## config.mk

```make
export PLATFORM = sky130hd
export DESIGN_NAME = clkgen_regs
export DESIGN_NICKNAME = d
export VERILOG_FILES = /design/src/clkgen_regs_pkg.sv /design/src/clkgen_regs.sv
export SDC_FILE = /design/constraint.sdc
export NUM_CORES = 1
export LEC_CHECK = 0
export ABC_AREA = 1
export BUFFER_PORTS_ARGS = -buffer_cell sky130_fd_sc_hd__buf_2
export CAP_MARGIN = 30
export CORE_UTILIZATION = 34
export DETAILED_ROUTE_END_ITERATION = 10
export SLEW_MARGIN = 20
export SYNTH_ARGS = -nofsm -noshare
export SYNTH_HDL_FRONTEND = slang
export SYNTH_SLANG_ARGS = --single-unit
```

## constraint.sdc

```tcl
create_clock -name core_clk_in -period 9.65 [get_ports core_clk_in]
set_input_delay 0.965 -clock core_clk_in [delete_from_list [all_inputs] [get_ports core_clk_in]]
set_output_delay 0.965 -clock core_clk_in [all_outputs]
set_load 0.03 [all_outputs]
```

## src/clkgen_regs_pkg.sv

```systemverilog
// Purpose: constants and types for the clock generator serial register bank
// Assumes: 8-bit registers indexed 0..11 over a two-wire serial slave port
// Notes: reset values and field positions live here, except the strap-derived spread register reset
package clkgen_regs_pkg;
    localparam logic [6:0] DEV_ADDR = 7'h61;            // write form c2, read form c3
    localparam logic [3:0] IDX_STRAP = 4'h0;
    localparam logic [3:0] IDX_PD_RUN = 4'h1;
    localparam logic [3:0] IDX_SE_OE = 4'h2;
    localparam logic [3:0] IDX_DIFF_OE = 4'h3;
    localparam logic [3:0] IDX_SPREAD = 4'h4;
    localparam logic [3:0] IDX_V_OVR = 4'h5;
    localparam logic [3:0] IDX_V_DET = 4'h6;
    localparam logic [3:0] IDX_REV_ID = 4'h7;
    localparam logic [3:0] IDX_RSVD = 4'h8;
    localparam logic [3:0] IDX_COUNT = 4'h9;
    localparam logic [3:0] IDX_SE_SLEW = 4'ha;
    localparam logic [3:0] IDX_MIX_SLEW = 4'hb;
    localparam logic [3:0] IDX_LAST = 4'hb;
    // writable masks and reset values
    localparam logic [7:0] STRAP_WMASK = 8'h0d;
    localparam logic [7:0] STRAP_RST = 8'h01;
    localparam int STRAP_COLD_BIT = 0;
    localparam logic [7:0] PD_RUN_RST = 8'hff;
    localparam int POWERDOWN_KEEP_RUNNING_ENABLE_BIT = 7;
    localparam logic [7:0] SE_OE_WMASK = 8'hdf;
    localparam logic [7:0] SE_OE_RST = 8'hdf;
    localparam logic [7:0] DIFF_OE_WMASK = 8'h1f;
    localparam logic [7:0] DIFF_OE_RST = 8'h1f;
    localparam logic [7:0] SPREAD_WMASK = 8'h07;
    localparam logic [7:0] SPREAD_RSVD = 8'hf8;         // reserved bits read one
    localparam logic [7:0] V_OVR_WMASK = 8'h1f;
    localparam logic [7:0] V_OVR_RST = 8'h00;
    localparam logic [7:0] V_DET_RSVD = 8'h10;
    localparam logic [7:0] COUNT_WMASK = 8'h1f;
    localparam logic [7:0] COUNT_RST = 8'h0a;
    localparam logic [7:0] SE_SLEW_RST = 8'hff;
    localparam logic [7:0] MIX_SLEW_WMASK = 8'hcf;
    localparam logic [7:0] MIX_SLEW_RST = 8'hca;

    typedef enum logic [2:0] {
        ST_IDLE = 3'b000,
        ST_ADDR = 3'b001,
        ST_RX = 3'b010,
        ST_RX_ACK = 3'b011,
        ST_TX = 3'b100,
        ST_TX_ACK = 3'b101,
        ST_SKIP = 3'b110
    } link_state_t;

    typedef enum logic [1:0] {
        PH_INDEX = 2'b00,
        PH_COUNT = 2'b01,
        PH_DATA = 2'b10
    } phase_t;

    typedef struct packed {
        logic [1:0] freq_sel;   // hi, lo
        logic [1:0] config_sel; // b, a
        logic spread_en;
        logic [3:0] v_detect;
    } strap_t;

    typedef struct packed {
        logic [7:0] strap_reg;
        logic [7:0] pd_run_reg;
        logic [7:0] se_oe_reg;
        logic [7:0] diff_oe_reg;
        logic [7:0] spread_reg;
        logic [7:0] v_ovr_reg;
        logic [7:0] count_reg;
        logic [7:0] se_slew_reg;
        logic [7:0] mix_slew_reg;
    } regs_t;

    typedef struct packed {
        link_state_t st;
        phase_t ph;
        logic rd;              // current transfer is a read
        logic [2:0] bit_cnt;
        logic [7:0] shift;
        logic [3:0] index;
        logic [4:0] remain;
        logic sda_oe_n;
        logic [2:0] scl_s;
        logic [2:0] sda_s;
        logic [1:0] pg_s;
        logic pg_prev;
        logic latched;
        strap_t strap;
        regs_t r;
    } state_t;
endpackage

```

## src/clkgen_regs.sv

```systemverilog
// Purpose: serial slave register bank of a multi-output clock generator
// Assumes: scl, sda, power-good and straps are async pins; core clock oversamples scl
// Notes: sda output enable is active low; scl, sda and power-good levels pass two flops before use, straps are captured directly
`timescale 1ns/1ps
module clkgen_regs
    import clkgen_regs_pkg::*;
#(
    parameter logic [3:0] REVISION_ID = 4'h3,  // arbitrary value
    parameter logic [3:0] MAKER_ID = 4'h5      // arbitrary value
) (
    input wire logic core_clk_in,
    input wire logic rst_in,
    input wire logic scl_in,
    input wire logic sda_in,
    output logic sda_oe_n_out,
    input wire logic power_good_powerdown_pin_in,
    input wire logic strap_freq_select_hi_in,
    input wire logic strap_freq_select_lo_in,
    input wire logic strap_config_b_in,
    input wire logic strap_config_a_in,
    input wire logic strap_spread_en_in,
    input wire logic [3:0] vdd_detect_in,
    output regs_t regs_out,
    output strap_t strap_out
);
    state_t s_reg, s_next;

    // read mux: reserved bits read fixed values
    function automatic logic [7:0] rd_byte(input state_t s, input logic [3:0] i);
        logic [7:0] v;
        v = 8'h00;
        case (i)
            IDX_STRAP: v = {s.strap.freq_sel, s.strap.config_sel, s.r.strap_reg[3:0]};
            IDX_PD_RUN: v = s.r.pd_run_reg;
            IDX_SE_OE: v = s.r.se_oe_reg;
            IDX_DIFF_OE: v = s.r.diff_oe_reg;
            IDX_SPREAD: v = s.r.spread_reg | SPREAD_RSVD;
            IDX_V_OVR: v = s.r.v_ovr_reg;
            IDX_V_DET: v = V_DET_RSVD | {4'h0, s.strap.v_detect};
            IDX_REV_ID: v = {REVISION_ID, MAKER_ID};
            IDX_COUNT: v = s.r.count_reg;
            IDX_SE_SLEW: v = s.r.se_slew_reg;
            IDX_MIX_SLEW: v = s.r.mix_slew_reg;
            default: v = 8'h00;
        endcase
        return v;
    endfunction

    function automatic regs_t reg_defaults(input logic spread_strap);
        regs_t d;
        d.strap_reg = STRAP_RST;
        d.pd_run_reg = PD_RUN_RST;
        d.se_oe_reg = SE_OE_RST;
        d.diff_oe_reg = DIFF_OE_RST;
        d.spread_reg = {7'h00, spread_strap};
        d.v_ovr_reg = V_OVR_RST;
        d.count_reg = COUNT_RST;
        d.se_slew_reg = SE_SLEW_RST;
        d.mix_slew_reg = MIX_SLEW_RST;
        return d;
    endfunction

    logic scl_rise, scl_fall, start_cond, stop_cond, scl_v, sda_v;
    logic [7:0] rx_byte;
    always_comb begin
        scl_v = s_reg.scl_s[1];
        sda_v = s_reg.sda_s[1];
        scl_rise = s_reg.scl_s[1] & ~s_reg.scl_s[2];
        scl_fall = ~s_reg.scl_s[1] & s_reg.scl_s[2];
        start_cond = scl_v & s_reg.scl_s[2] & ~sda_v & s_reg.sda_s[2];
        stop_cond = scl_v & s_reg.scl_s[2] & sda_v & ~s_reg.sda_s[2];
        rx_byte = {s_reg.shift[6:0], sda_v};
    end

    // next-state logic: synchronisers, strap latch, serial engine, register writes
    always_comb begin
        logic pd_edge;
        logic [7:0] wv;
        pd_edge = 1'b0;
        wv = 8'h00;
        s_next = s_reg;
        // second-stage samples feed history bit [2]; bit [0] read only by [1]
        s_next.scl_s = {s_reg.scl_s[1:0], scl_in};
        s_next.sda_s = {s_reg.sda_s[1:0], sda_in};
        s_next.pg_s = {s_reg.pg_s[0], power_good_powerdown_pin_in};
        s_next.pg_prev = s_reg.pg_s[1];
        pd_edge = s_reg.pg_prev & ~s_reg.pg_s[1];
        // cold start on power-down when configured
        if (pd_edge && !s_reg.r.strap_reg[STRAP_COLD_BIT]) begin
            s_next.r = reg_defaults(1'b0);
            s_next.latched = 1'b0;
        end
        // strap capture on first power-good assertion after reset or a cold start
        if (s_reg.pg_s[1] && !s_reg.latched) begin
            s_next.latched = 1'b1;
            s_next.strap.freq_sel = {strap_freq_select_hi_in, strap_freq_select_lo_in};
            s_next.strap.config_sel = {strap_config_b_in, strap_config_a_in};
            s_next.strap.spread_en = strap_spread_en_in;
            s_next.strap.v_detect = vdd_detect_in;
            s_next.r.spread_reg[0] = strap_spread_en_in;
        end
        if (start_cond) begin
            s_next.st = ST_ADDR;
            s_next.bit_cnt = 3'd0;
            // clear stale byte so the scl fall after start is not taken as an address
            s_next.shift = 8'h00;
            s_next.sda_oe_n = 1'b1;
        end else if (stop_cond) begin
            s_next.st = ST_IDLE;
            s_next.sda_oe_n = 1'b1;
        end else begin
            case (s_reg.st)
                ST_IDLE: s_next.sda_oe_n = 1'b1;
                ST_ADDR, ST_RX: begin
                    if (scl_rise) begin
                        s_next.shift = rx_byte;
                        s_next.bit_cnt = s_reg.bit_cnt + 3'd1;
                    end
                    if (scl_fall && s_reg.bit_cnt == 3'd0 && s_reg.shift != 8'h00
                            && s_reg.st == ST_ADDR) begin
                        if (s_reg.shift[7:1] == DEV_ADDR) begin
                            s_next.sda_oe_n = 1'b0;
                            s_next.rd = s_reg.shift[0];
                            s_next.st = ST_RX_ACK;
                            if (s_reg.shift[0]) begin
                                s_next.ph = PH_COUNT;
                                s_next.remain = s_reg.r.count_reg[4:0];
                            end else begin
                                s_next.ph = PH_INDEX;
                            end
                        end else begin
                            s_next.st = ST_SKIP;
                        end
                    end else if (scl_fall && s_reg.bit_cnt == 3'd0 && s_reg.st == ST_RX) begin
                        s_next.sda_oe_n = 1'b0;
                        s_next.st = ST_RX_ACK;
                        case (s_reg.ph)
                            PH_INDEX: begin
                                s_next.index = s_reg.shift[3:0];
                                s_next.ph = PH_COUNT;
                            end
                            PH_COUNT: s_next.ph = PH_DATA;
                            default: begin
                                wv = s_reg.shift;
                                case (s_reg.index)
                                    IDX_STRAP: s_next.r.strap_reg = wv & STRAP_WMASK;
                                    IDX_PD_RUN: s_next.r.pd_run_reg = wv;
                                    IDX_SE_OE: s_next.r.se_oe_reg = wv & SE_OE_WMASK;
                                    IDX_DIFF_OE: s_next.r.diff_oe_reg = wv & DIFF_OE_WMASK;
                                    IDX_SPREAD: s_next.r.spread_reg = wv & SPREAD_WMASK;
                                    IDX_V_OVR: s_next.r.v_ovr_reg = wv & V_OVR_WMASK;
                                    IDX_COUNT: s_next.r.count_reg = wv & COUNT_WMASK;
                                    IDX_SE_SLEW: s_next.r.se_slew_reg = wv;
                                    IDX_MIX_SLEW: s_next.r.mix_slew_reg = wv & MIX_SLEW_WMASK;
                                    default: ;
                                endcase
                                s_next.index = s_reg.index + 4'd1;
                            end
                        endcase
                    end
                end
                ST_RX_ACK: begin
                    // on the falling edge that ends the ack bit: release sda for a write, drive the first data bit for a read
                    if (scl_fall) begin
                        s_next.bit_cnt = 3'd0;
                        if (s_reg.rd) begin
                            s_next.st = ST_TX;
                            s_next.shift = {3'h0, s_reg.remain};
                            s_next.sda_oe_n = s_next.shift[7]; // msb of the count byte
                            s_next.bit_cnt = 3'd1;
                        end else begin
                            s_next.st = ST_RX;
                            s_next.sda_oe_n = 1'b1;
                        end
                    end
                end
                ST_TX: begin
                    if (scl_fall) begin
                        if (s_reg.bit_cnt == 3'd0) begin
                            s_next.st = ST_TX_ACK;
                            s_next.sda_oe_n = 1'b1;
                        end else begin
                            s_next.sda_oe_n = s_reg.shift[7 - s_reg.bit_cnt];
                            s_next.bit_cnt = s_reg.bit_cnt + 3'd1;
                        end
                    end
                end
                ST_TX_ACK: begin
                    if (scl_rise) begin
                        if (sda_v || s_reg.remain == 5'd0) begin
                            s_next.st = ST_SKIP;
                        end else begin
                            s_next.shift = rd_byte(s_reg, s_reg.index);
                            s_next.index = s_reg.index + 4'd1;
                            s_next.remain = s_reg.remain - 5'd1;
                            s_next.ph = PH_DATA;
                        end
                    end else if (scl_fall) begin
                        s_next.st = ST_TX;
                        s_next.sda_oe_n = s_reg.shift[7];
                        s_next.bit_cnt = 3'd1;
                    end
                end
                ST_SKIP: s_next.sda_oe_n = 1'b1;
                default: s_next.st = ST_IDLE;
            endcase
        end
    end

    // state register
    always_ff @(posedge core_clk_in or posedge rst_in) begin
        if (rst_in) begin
            s_reg <= '{st: ST_IDLE, ph: PH_INDEX, rd: 1'b0, bit_cnt: 3'd0, shift: 8'h00,
                index: 4'h0, remain: 5'd0, sda_oe_n: 1'b1, scl_s: 3'b111, sda_s: 3'b111,
                pg_s: 2'b00, pg_prev: 1'b0, latched: 1'b0, strap: '0,
                r: '{strap_reg: STRAP_RST, pd_run_reg: PD_RUN_RST, se_oe_reg: SE_OE_RST,
                    diff_oe_reg: DIFF_OE_RST, spread_reg: 8'h00, v_ovr_reg: V_OVR_RST,
                    count_reg: COUNT_RST, se_slew_reg: SE_SLEW_RST,
                    mix_slew_reg: MIX_SLEW_RST}};
        end else begin
            s_reg <= s_next;
        end
    end

    // outputs straight from flops
    always_comb begin
        sda_oe_n_out = s_reg.sda_oe_n;
        regs_out = s_reg.r;
        strap_out = s_reg.strap;
    end

    // checks
    addr_ack_a: assert property (@(posedge core_clk_in) disable iff (rst_in)
        (s_reg.st == ST_ADDR && s_next.st == ST_RX_ACK) |-> s_reg.shift[7:1] == DEV_ADDR)
        else $error("ack given to foreign address");
    reserved_bits_a: assert property (@(posedge core_clk_in) disable iff (rst_in)
        (s_reg.r.se_oe_reg[5] == 1'b0) && (s_reg.r.diff_oe_reg[7:5] == 3'h0))
        else $error("reserved bit took a write");
    count_field_a: assert property (@(posedge core_clk_in) disable iff (rst_in)
        s_reg.r.count_reg[7:5] == 3'h0) else $error("count upper bits set");
    cold_start_a: assert property (@(posedge core_clk_in) disable iff (rst_in)
        (s_reg.pg_prev && !s_reg.pg_s[1] && !s_reg.r.strap_reg[0])
        |=> (s_reg.r.pd_run_reg == PD_RUN_RST && !s_reg.latched))
        else $error("cold start did not restore defaults");
    strap_hold_a: assert property (@(posedge core_clk_in) disable iff (rst_in)
        (s_reg.latched && $past(s_reg.latched)) |-> $stable(s_reg.strap))
        else $error("strap copy changed while latched");
    ack_low_a: assert property (@(posedge core_clk_in) disable iff (rst_in)
        (s_reg.st == ST_RX_ACK) |-> !s_reg.sda_oe_n) else $error("ack not driven");
    div_field_a: assert property (@(posedge core_clk_in) disable iff (rst_in)
        s_reg.r.strap_reg[1] == 1'b0) else $error("reserved divider neighbour set");
    tx_release_a: assert property (@(posedge core_clk_in) disable iff (rst_in)
        (s_reg.st == ST_TX_ACK) |-> s_reg.sda_oe_n) else $error("host ack slot driven");
    write_seen_c: cover property (@(posedge core_clk_in) disable iff (rst_in)
        s_reg.st == ST_RX_ACK && s_reg.ph == PH_DATA);
    read_seen_c: cover property (@(posedge core_clk_in) disable iff (rst_in)
        s_reg.st == ST_TX_ACK && s_reg.ph == PH_DATA);
    latch_seen_c: cover property (@(posedge core_clk_in) disable iff (rst_in)
        $rose(s_reg.latched));
endmodule

```

# Word level (Yosys, flattened, before mapping)
# Index checks and enable logic that the tools add are counted.
[word_totals] register_bits=118 output_inout_bits=82
[op_classes] n_addsub=4 magnitude_cmp=1 eq_ne=49 n_mux=72 bitwise_logic=15 n_reduce_logical=31
[op_table] op="$mux W72" n=7
[op_table] op="$pmux W8 S11" n=1
[op_table] op="$mux W8" n=9
[op_table] op="$mux W3" n=15
[op_table] op="$mux W17" n=2
[op_table] op="$mux W11" n=3
[op_table] op="$ne A3 B3 Y1 const B" n=11
[op_table] op="$lt A32 B4 Y1 const B" n=1
[op_table] op="$reduce_and A8 Y1" n=4
[op_table] op="$pmux W8 S3" n=1
[op_table] op="$reduce_and A7 Y1" n=3
[op_table] op="$mux W20" n=1
[op_table] op="$mux W5" n=4
[op_table] op="$ne A4 B4 Y1 const B" n=5
[op_table] op="$ne A5 B5 Y1 const B" n=4
[op_table] op="$ne A2 B2 Y1 const B" n=9
[op_table] op="$pmux W9 S2" n=1
[op_table] op="$eq A4 B3 Y1 const B" n=4
[op_table] op="$pmux W3 S5" n=1
[op_table] op="$mux W1" n=14
[op_table] op="$eq A4 B4 Y1 const B" n=3
[op_table] op="$pmux W3 S4" n=1
[op_table] op="$mux W10" n=1
[op_table] op="$eq A3 B3 Y1 const B" n=3
[op_table] op="36 further kinds" n=64

# Depth between registers and ports, before layout
# Gate-level depths: netlist of the first run.
[depth] depth_word=12 depth_mapped=13 ltp_nobuf=13

# Least setup slack after synthesis of the first run
# Ideal clock, no wire load.
[synth_timing] path_type="flip-flop to flip-flop" from="register s_reg[109] in the netlist's numbering" to="register s_reg (netlist bit regs_out[62])" setup_time_ns=0.073 t_arrival_ns=1.701 slack_ns=7.876 path_stages_with_launch=12 period_less_slack_ns=1.774 cell_sequence="dfrtp_1 > inv_1 > ha_1 > nand2_1 > nor2_4 > nand2_4 > nor2_8 > nand3_4 > nor2_8 > buf_6 > nor3_1 > a21oi_1"
[synth_lines] item="from (decl)" line="clkgen_regs.sv:26" text="state_t s_reg, s_next;"
[synth_lines] item="from (signal assigned)" line="clkgen_regs.sv:213" text="s_reg <= '{st: ST_IDLE, ph: PH_INDEX, rd: 1'b0, bit_cnt: 3'd0, shift: 8'h00,"
[synth_lines] item="from (signal assigned)" line="clkgen_regs.sv:221" text="s_reg <= s_next;"

# Final worst setup path of the first run
[layout_timing] from="register s_reg[117] in the netlist's numbering" to="register s_reg[108] in the netlist's numbering"
[layout_between] elab_chain_cells=5 elab_cells_between_ends=15 cone_classes="eq/ne (9); mux (3); reduce/logical (3)"
[layout_lines] item="$eq A3 B1 Y1 / $eq A3 B2 Y1 (equally long branches)" line="clkgen_regs.sv:112" text="case (s_reg.st)"
[layout_lines] item="$reduce_or A2 Y1" line="clkgen_regs.sv:112"
[layout_lines] item="$pmux W8 S3" line="clkgen_regs.sv:112"
[layout_lines] item="$mux W20" line="clkgen_regs.sv:108" text="end else if (stop_cond) begin"
[layout_lines] item="$mux W11" line="clkgen_regs.sv:102" text="if (start_cond) begin"
# Several ways; a longest one is shown, not always the timed one. The select of a mux whose other input is x is not followed.
# A chain may end at the register's enable or synchronous reset.

==> flow_summary_export.csv, run 1 <==
group,metric,value,unit
grt,grt_max_degree,65,
worst_setup_path,cp-start-kind,"flop",
worst_setup_path,crit_type,"flop to flop",
flow_run,maxCapViolCount,0,
grt,first_global_vias,5783,
synth,syn_avg_cell_area,7.48,sq um
power_and_ir_drop,power_leakage,4.09,nW
sta,fin_setup_tns,0,ps
worst_setup_path,critPathMaxFanout,16,
synth,synth-main-ff-cell,"dfrtp_1",
worst_setup_path,regToRegEndpoint,"s_reg[108]",
finish,fin_nets,998,
sta,slew_viol_final,0,
synth,synth_edf_count,0,
worst_setup_path,r2r_slack,7160,ps
die,dieHeight,147,um
synth,synth_most_common_cell,"nand2_1",
run_status,status,"complete, no violations",
die,dieWidth,147,um
placement,io_buffers,95,
drt,drt-pass1-iter-count,7,
synth,synth_area_leaders,"dfrtp_1 (27%), dfstp_2 (15%), nand2_1 (14%)",
power_and_ir_drop,power.total,0.00206,W
die,io_pins,96,
synth,synth_top_family_by_area,"simple AND/OR/NAND/NOR gates",
synth,yosys.area_share.simple,30.5,%
worst_setup_path,slowest_delay,580,ps
clock_tree,clk_pin_slew,60,ps
drt,wl_per_cell,16.6,um
synth,synth_adder_area_share,2.28,%
clock_tree,clock-sinks,118,
placement,place_congestion,0.931,
die,rows,52,
drt,finalWirelength,20.8,mm
synth,synth-compound-area-share,8.92,%
worst_setup_path,r2r_start,"s_reg[117]",
finish,largest_reg_flops,72,
worst_setup_path,slowest_stage,"inv_1",
synth,async_reset_ff_share,100,%
sta,period_needed,2490,ps
worst_setup_path,r2r_cells,9,
grt,grt_overflow,0,
worst_setup_path,crit_arrival,2800,ps
hold_path,min_path_type,"flop to flop",
drt,ant_nets,0,
hold_path,whs_endpoint,"s_next[82]",
drt,via_per_inst,4.88,
clock_tree,cts_max_level,4,
synth,synthesis.area,7140,sq um
placement,hpwlAfterDp,15.2,mm
sta,fmax,0.402,GHz
sta,setup_violations,0,
die,coreArea,20400,sq um
synth,synth_seq_cells,118,
finish,diodes,0,
synth,netlist_instances,954,
clock_tree,clock_latency,430,ps
power_and_ir_drop,peakVddDrop,0.000136,V
sta,period_share,25.8,%
finish,area_delta_synth_final,9.57,%
die,initial_utilization,35.0,%
synth,synth_top_area_cell,"dfrtp_1",
sta,rsz0062_at_grt,"no",
grt,grt_pass1_wl,32.9,mm
sta,hold_viol_final,0,
synth,netlist.area_leader.share,26.6,%
hold_path,hold_start,"s_next[84]",
worst_setup_path,worstSetupEndpointType,"flop",
worst_setup_path,required,9970,ps
drt,vias,6116,
sta,skew,9.43,ps
grt,antenna_found_initial,0,
drt,drt_first_iter_violations,440,
synth,synth.distinct_cells,44,
finish,nFillCells,2130,
synth,synth_xor_area_share,0.368,%
clock_tree,cts_root_buf,"clkbuf_16",
sta,worst_pin_slew,816,ps
drt,drc,0,
synth,synth_common_cells,"nand2_1 (258), nor2_1 (98), inv_1 (95), buf_4 (85), dfrtp_1 (76)",
clock_tree,cts_tree,"yes",
sta,slew_headroom,45.6,%
synth,syn-num-nets,981,
synth,synth.area.mux_share,0.140,%
clock_tree,clock_path_buffers,2,
clock_tree,cts_hold_buffers,0,
synth,yosys_warnings,0,
power_and_ir_drop,power.density,263,nW/um^2
hold_path,hold_depth,0,
worst_setup_path,crit_chain,"nand3_1 -> inv_1 -> nand3_1 -> nand2_1 -> nor2_1 -> nand3_1 -> inv_1 -> nand2_1 -> nand2_1",
synth,synth_seq_area_share,42.1,%
clock_tree,cts_buffers,17,
grt,grt_util_all_layers,20.0,%
finish,final_layout_size_suffix_gt1_share,21.6,%
clock_tree,cts.repair.resized,0,
die,die-area,21600,sq um
clock_tree,post_cts_buffers,0,
## worst max-delay path: cells and delay by family (launching register included)
kind | cells | cell delay (ps)
AND/OR/NAND/NOR | 7 | 1130
buffers and inverters | 2 | 700
flip-flops | 1 | 540
## worst max-delay path by stage
stage	depth (start not counted)	slack (ps)	end	startpoint
final	9	7160	s_reg[108]	s_reg[117]
after global routing	9	6870	s_reg[108]	s_reg[117]
after CTS	9	7220	s_reg[108]	s_reg[117]
after detailed placement	3	7140	regs_out[68]	rst_in
after global placement	3	7140	regs_out[38]	rst_in
after floorplan	1	5630	regs_out[0]	rst_in
## final cells by class
type                       instances  area, sq um  area share (%)
sequential                       118         3010            38.4
inverter                         109          414            5.29
timing repair buffer              98          498            6.36
clock inverter                    14          115            1.47
clock buffer                      18          439            5.61
tap                              270          338            4.32
multi-input combinational        627         3010            38.5
## cells in the final DEF, fill, tap and decap left out, types with 3 or more instances in the layout
| master | n |
|---|---|
| nand2_1 | 258 |
| nor2_1 | 98 |
| buf_2 | 95 |
| inv_1 | 94 |
| dfrtp_1 | 76 |
| nand3_1 | 71 |
| o21ai_0 | 59 |
| dfstp_2 | 42 |
| a21oi_1 | 36 |
| nor3_1 | 28 |
| clkbuf_16 | 17 |
| ha_1 | 13 |
| inv_2 | 12 |
| nand2_2 | 6 |
| nand4_1 | 6 |
| o21ai_1 | 6 |
| nor2_2 | 5 |
| o31ai_1 | 5 |
| inv_6 | 5 |
| nand3_2 | 4 |
| clkinv_4 | 4 |
| nor2_8 | 3 |
| nand3b_1 | 3 |
| a31oi_1 | 3 |
| o22ai_1 | 3 |
| buf_4 | 3 |
## logic make-up after synthesis
family | after synthesis
multiplexers | 1
XOR/XNOR | 3
AND/OR/NAND/NOR | 491
adder cells (fa/ha/maj) | 13
buffers and inverters | 209
AO/OA/AOI/OAI | 119
flip-flops | 118
## power by group
part | internal, W | switching, W | leakage, nW | total, W
combinational | 0.000224 | 0.000544 | 2.37 | 0.000768
sequential | 0.000589 | 0.0000997 | 1.45 | 0.000689
clock | 0.000340 | 0.000258 | 0.270 | 0.000598
## per-stage QoR
step / hold slack, ps / worst slack (ps) / utilization, % / cells / instance area (sq um)
5_1_grt: 366 / 6870 / 38.3 / 1254 / 7820
3_3_place_gp: 334 / 7140 / 35.6 / 1222 / 7270
6_report: 347 / 7160 / 38.3 / 1254 / 7820
4_1_cts: 349 / 7220 / 38.3 / 1254 / 7820
3_5_place_dp: 335 / 7140 / 35.6 / 1222 / 7270
2_1_floorplan: 331 / 5630 / - / 954 / 7140
## metal layers
layer | global-route usage, % | vias up | wire length [um] | share of wire [%]
met2 | 30.5 | 218 | 9270 | 45
met4 | 6.39 | 0 | 359 | 1.7
met5 | 0 | - | 0 | 0
li1 | - | 3010 | - | -
met1 | 28.2 | 2861 | 9780 | 47
met3 | 4.41 | 27 | 1410 | 6.8
Note: power is estimated with default switching activity, not from simulation.
==> run 2: changes to the inputs <==
==> constraint.sdc (replaced) <==
create_clock -name core_clk_in -period 2.41 [get_ports core_clk_in]
set_input_delay 0.241 -clock core_clk_in [delete_from_list [all_inputs] [get_ports core_clk_in]]
set_output_delay 0.241 -clock core_clk_in [all_outputs]
set_load 0.03 [all_outputs]
==> flow_summary_export.csv, run 2 (synthesis results as in run 1) <==
group,metric,value,unit
sta,fin_setup_tns,0,ps
sta,postLayoutSetupSlackWorst,264,ps
clock_tree,clock_latency,430,ps
finish,regArea,3010,sq um
clock_tree,cts_tree,"yes",
worst_setup_path,required,2770,ps
placement,dp_slack,280,ps
hold_path,min_path_type,"input port to asynchronous set/reset pin",
power_and_ir_drop,power_leakage,4.24,nW
power_and_ir_drop,peakVddDrop,0.000528,V
finish,layout_common_cells,"nand2_1 (258), nor2_1 (98), buf_2 (95), inv_1 (94), dfrtp_1 (76)",
die,die-area,21600,sq um
sta,period_share,89.0,%
run_status,violations,"hold timing",
clock_tree,clock-sinks,118,
worst_setup_path,critPathMaxFanout,11,
placement,postPlaceCellArea,7460,sq um
drt,vias,6312,
sta,slew_headroom,55.6,%
worst_setup_path,r2r_cells,12,
placement,place_congestion,0.929,
worst_setup_path,slowest_delay,550,ps
drt,drc,0,
run_status,status,"complete, but fails checks",
clock_tree,cts_max_level,4,
sta,holdWs,-20.3,ps
drt,finalWirelength,21.1,mm
worst_setup_path,cp-start-kind,"flop",
die,initial_utilization,35.0,%
clock_tree,clk_pin_slew,60,ps
finish,final_common_cell,"nand2_1",
clock_tree,clock_path_buffers,2,
drt,ant_nets,0,
worst_setup_path,crit_type,"flop to flop",
finish,final_area,8090,sq um
grt,grt_max_degree,119,
grt,grt_pass1_wl,33.5,mm
die,io_pins,96,
die,coreArea,20400,sq um
die,dieWidth,147,um
drt,via_per_inst,4.93,
finish,area_delta_synth_final,13.3,%
clock_tree,cts_buffers,17,
drt,drt_first_iter_violations,465,
flow_run,maxCapViolCount,0,
sta,rsz0062_at_grt,"no",
finish,largest_reg_flops,72,
worst_setup_path,slowest_stage,"dfstp_2",
worst_setup_path,crit_arrival,2500,ps
finish,multiInputGateArea,3010,sq um
sta,fmax,0.466,GHz
sta,period_needed,2150,ps
sta,hold_viol_final,1,
grt,grt_overflow,0,
grt,first_global_vias,6030,
finish,diodes,0,
drt,wl_per_cell,16.5,um
die,dieHeight,147,um
power_and_ir_drop,power.total,0.00865,W
placement,hpwlAfterDp,15.4,mm
placement,io_buffers,95,
drt,drt-pass1-iter-count,5,
finish,fin_nets,1025,
worst_setup_path,crit_path_frequent_cell,"nand2_1",
worst_setup_path,crit_chain,"ha_1 -> nand2_1 -> nor2_1 -> inv_2 -> nand2_2 -> nor2_8 -> nand2_1 -> inv_2 -> nand3_1 -> nand2_1 -> o21ai_1 -> inv_1",
sta,slew_viol_final,0,
grt,antenna_found_initial,0,
sta,skew,14.0,ps
worst_setup_path,worstSetupEndpointType,"flop",
clock_tree,cts_root_buf,"clkbuf_16",
grt,grt_util_all_layers,20.3,%
power_and_ir_drop,power.density,1070,nW/um^2
finish,final_layout_size_suffix_gt1_share,23.3,%
die,rows,52,
finish,nFillCells,2140,
sta,setup_violations,0,
sta,worst_pin_slew,667,ps
-- run 2: changes by cell type in the layout (fill, tap and decap cells not counted), moves of 2 or more --
cell	delta
buf_4	+23
bufinv_16	+2
clkinv_2	-2
dlygate4sd3_1	+3
-- run 2: worst paths after layout --
path | start | slack (ps) | end
max | s_next[90] | 260 | regs_out[64]
min | rst_in | -20 | regs_out[53]
max reg2reg | s_next[90] | 260 | regs_out[64]
min reg2reg | s_next[84] | 350 | s_next[82]
max in group asynchronous | rst_in | 1910 | s_reg[117]
min in group core_clk_in | strap_config_a_in | 20 | strap_out[5]
-- run 2: what timing repair did --
item	in CTS	in global routing
endpoints found under the setup margin	0	0
hold buffers	3	0
endpoints found under the hold margin	3	0
buffers inserted	0	0
resized for setup	0	0
-- run 2: final cells by class --
class | count | area share [%]
sequential | 118 | 37.2
tap | 270 | 4.18
clock inverter | 15 | 2.09
timing repair buffer | 125 | 8.91
clock buffer | 17 | 5.26
inverter | 109 | 5.14
multi-input combinational | 627 | 37.3
-- run 2: metrics by stage --
| step | hold WS (ps) | std cells | utilization [%] |
|---|---|---|---|
| after CTS | 9.68 | 1281 | 39.6 |
| after global placement | 336 | 1246 | 36.5 |
| after floorplan | 245 | 954 | - |
| after detailed placement | 343 | 1246 | 36.5 |
| final | -20.3 | 1281 | 39.6 |
| after global routing | 17.2 | 1281 | 39.6 |
-- run 2: critical path: cells and delay by family, from the launching register on --
family	cells	cell delay [ps]
buf+inv	3	240
compound gates	1	90
simple gates	7	1040
flops	1	550
fa+ha+maj	1	160
-- run 2: layer usage --
metal  vias to the layer above  GRT usage, %  part of all wire (%)
li1                       3050             -                     -
met1                      2957          27.9                    46
met2                       267          31.4                    45
met3                        38          4.84                   7.5
met4                         0          6.75                   2.3
met5                         -             0                     0
-- run 2: report_power, final --
part,switching (W),leakage [nW],internal (W)
combinational,0.00229,2.50,0.00105
clock,0.00107,0.285,0.00155
sequential,0.000335,1.45,0.00236
total,0.00369,4.24,0.00496
==> run 3: changes to the inputs <==
--- a/config.mk
+++ b/config.mk
@@ -6,10 +6,13 @@
 export NUM_CORES = 1
 export LEC_CHECK = 0
 export ABC_AREA = 1
-export BUFFER_PORTS_ARGS = -buffer_cell sky130_fd_sc_hd__buf_2
+export BUFFER_PORTS_ARGS = -buffer_cell sky130_fd_sc_hd__buf_4
 export CAP_MARGIN = 30
+export CELL_PAD_IN_SITES_DETAIL_PLACEMENT = 1
+export CELL_PAD_IN_SITES_GLOBAL_PLACEMENT = 2
 export CORE_UTILIZATION = 34
 export DETAILED_ROUTE_END_ITERATION = 10
+export PLACE_DENSITY_LB_ADDON = 0.1
 export SLEW_MARGIN = 20
 export SYNTH_ARGS = -nofsm -noshare
 export SYNTH_HDL_FRONTEND = slang
==> flow_summary_export.csv, run 3 (synthesis results as in run 1) <==
group,metric,value,unit
run_status,status,"complete, no violations",
clock_tree,cts_tree,"yes",
clock_tree,clock_latency,420,ps
worst_setup_path,worstSetupEndpointType,"flop",
grt,grt_max_degree,49,
drt,drt_first_iter_violations,288,
finish,area_delta_synth_final,17.7,%
flow_run,maxCapViolCount,0,
sta,slew_viol_final,0,
finish,diodes,0,
drt,wl_per_cell,18.7,um
die,dieHeight,147,um
drt,drc,0,
grt,first_global_vias,6274,
die,rows,52,
worst_setup_path,crit_type,"flop to flop",
placement,hpwlAfterDp,18.6,mm
clock_tree,cts.repair.resized,0,
grt,grt_pass1_wl,37.5,mm
worst_setup_path,required,2760,ps
hold_path,hold_depth,3,
die,io_pins,96,
power_and_ir_drop,peakVddDrop,0.000409,V
finish,fin_nets,1034,
clock_tree,cts_root_buf,"clkbuf_16",
die,dieWidth,147,um
worst_setup_path,r2r_start,"s_reg[109]",
finish,finish.utilization,41.1,%
worst_setup_path,endpoint,"regs_out[8]",
power_and_ir_drop,power.total,0.00887,W
worst_setup_path,slowest_stage,"dfrtp_1",
sta,rsz0062_at_grt,"no",
clock_tree,clk_pin_slew,60,ps
worst_setup_path,regToRegEndpoint,"regs_out[8]",
worst_setup_path,cp-start-kind,"flop",
placement,place_congestion,0.849,
finish,final_common_cell,"nand2_1",
sta,fmax,0.457,GHz
finish,final_layout_size_suffix_gt1_share,23.9,%
drt,via_per_inst,4.80,
finish,nFillCells,2556,
die,initial_utilization,35.0,%
sta,period_share,90.9,%
worst_setup_path,critPathTopFamily,"simple AND/OR/NAND/NOR gates",
clock_tree,cts_hold_buffers,4,
worst_setup_path,crit_chain,"inv_1 -> ha_1 -> nand2_1 -> nor2_4 -> nand2_4 -> nor2_8 -> nand3_2 -> nor2_2 -> nor3_1 -> a21oi_1",
clock_tree,clock-sinks,118,
sta,slew_headroom,64.4,%
worst_setup_path,slowest_delay,440,ps
clock_tree,cts_max_level,4,
hold_path,min_path_type,"input port to flop",
finish,regArea,3010,sq um
sta,skew,6.82,ps
sta,worst_pin_slew,533,ps
grt,antenna_found_initial,0,
drt,finalWirelength,24.2,mm
drt,drt-pass1-iter-count,5,
sta,setup_violations,0,
finish,layout_common_cells,"nand2_1 (258), buf_4 (128), nor2_1 (98), inv_1 (94), dfrtp_1 (76)",
clock_tree,post_cts_buffers,0,
die,coreArea,20400,sq um
grt,grt_overflow,0,
sta,period_needed,2190,ps
power_and_ir_drop,power_leakage,4.33,nW
drt,vias,6193,
grt,grt_util_all_layers,23.2,%
power_and_ir_drop,power.density,1050,nW/um^2
worst_setup_path,r2r_cells,10,
placement,io_buffers,95,
clock_tree,clock_path_buffers,2,
worst_setup_path,path_buf_inv,1,
drt,ant_nets,0,
worst_setup_path,critPathMaxFanout,12,
worst_setup_path,crit_arrival,2540,ps
worst_setup_path,crit_cells,10,
finish,largest_reg_flops,72,
worst_setup_path,timing.critical_path.from,"s_reg[109]",
sta,fin_setup_tns,0,ps
sta,hold_viol_final,0,
clock_tree,cts_buffers,17,
die,die-area,21600,sq um
finish,multiInputGateArea,3010,sq um
worst_setup_path,r2r_slack,220,ps
-- run 3: cell types whose count changed in the layout (fill, tap and decap cells not counted), sizes merged --
| cell | before | now |
|---|---|---|
| inv | 114 | 110 |
| clkinvlp | 3 | 5 |
| buf | 122 | 130 |
| clkbuf | 17 | 18 |
| dlygate4sd3 | 3 | 4 |
| clkinv | 5 | 6 |
-- run 3: per-stage QoR --
step	hold WS, ps	cells	setup slack [ps]	cell area, sq um
after floorplan	245	954	636	7140
after global placement	250	1254	268	7770
after detailed placement	249	1254	239	7770
after CTS	9.18	1290	214	8400
after global routing	17.2	1290	2.75	8400
final	22.2	1290	220	8400
-- run 3: worst reg2reg max path: stages (launching register included) --
cell	delay, ps
dfrtp_1	440
inv_1	180
ha_1	200
nand2_1	120
nor2_4	160
nand2_4	100
nor2_8	240
nand3_2	100
nor2_2	360
nor3_1	90
a21oi_1	150
-- run 3: worst min path at each step --
stage	start	endpoint	slack [ps]
final	vdd_detect_in[0]	strap_out[0]	20
after global routing	vdd_detect_in[1]	strap_out[1]	20
after CTS	vdd_detect_in[0]	strap_out[0]	9
after detailed placement	rst_in	strap_out[5]	250
after global placement	rst_in	strap_out[5]	250
after floorplan	sda_in	s_next[86]	250
-- run 3: cell type report --
cell class,instances,share of cell area (%)
clock inverters,14,1.80
inverters,109,4.94
well taps,270,4.02
flip-flops and latches,118,35.8
repair buffers,134,12.4
multi-input cells,627,35.9
clock buffers,18,5.23
-- run 3: routing by layer --
| layer | up-vias | track usage (%) | part of all wire [%] | wire length (um) |
|---|---|---|---|---|
| li1 | 3069 | - | - | - |
| met1 | 2986 | 33.4 | 51 | 12200 |
| met2 | 119 | 36.0 | 45 | 10800 |
| met3 | 19 | 3.85 | 3.3 | 804 |
| met4 | 0 | 6.08 | 1.3 | 321 |
| met5 | - | 0 | 0 | 0 |
-- run 3: where the power goes --
part	internal, W	switching, W	total [W]
clock network	0.00156	0.00102	0.00257
logic	0.00115	0.00243	0.00358
registers	0.00236	0.000352	0.00271
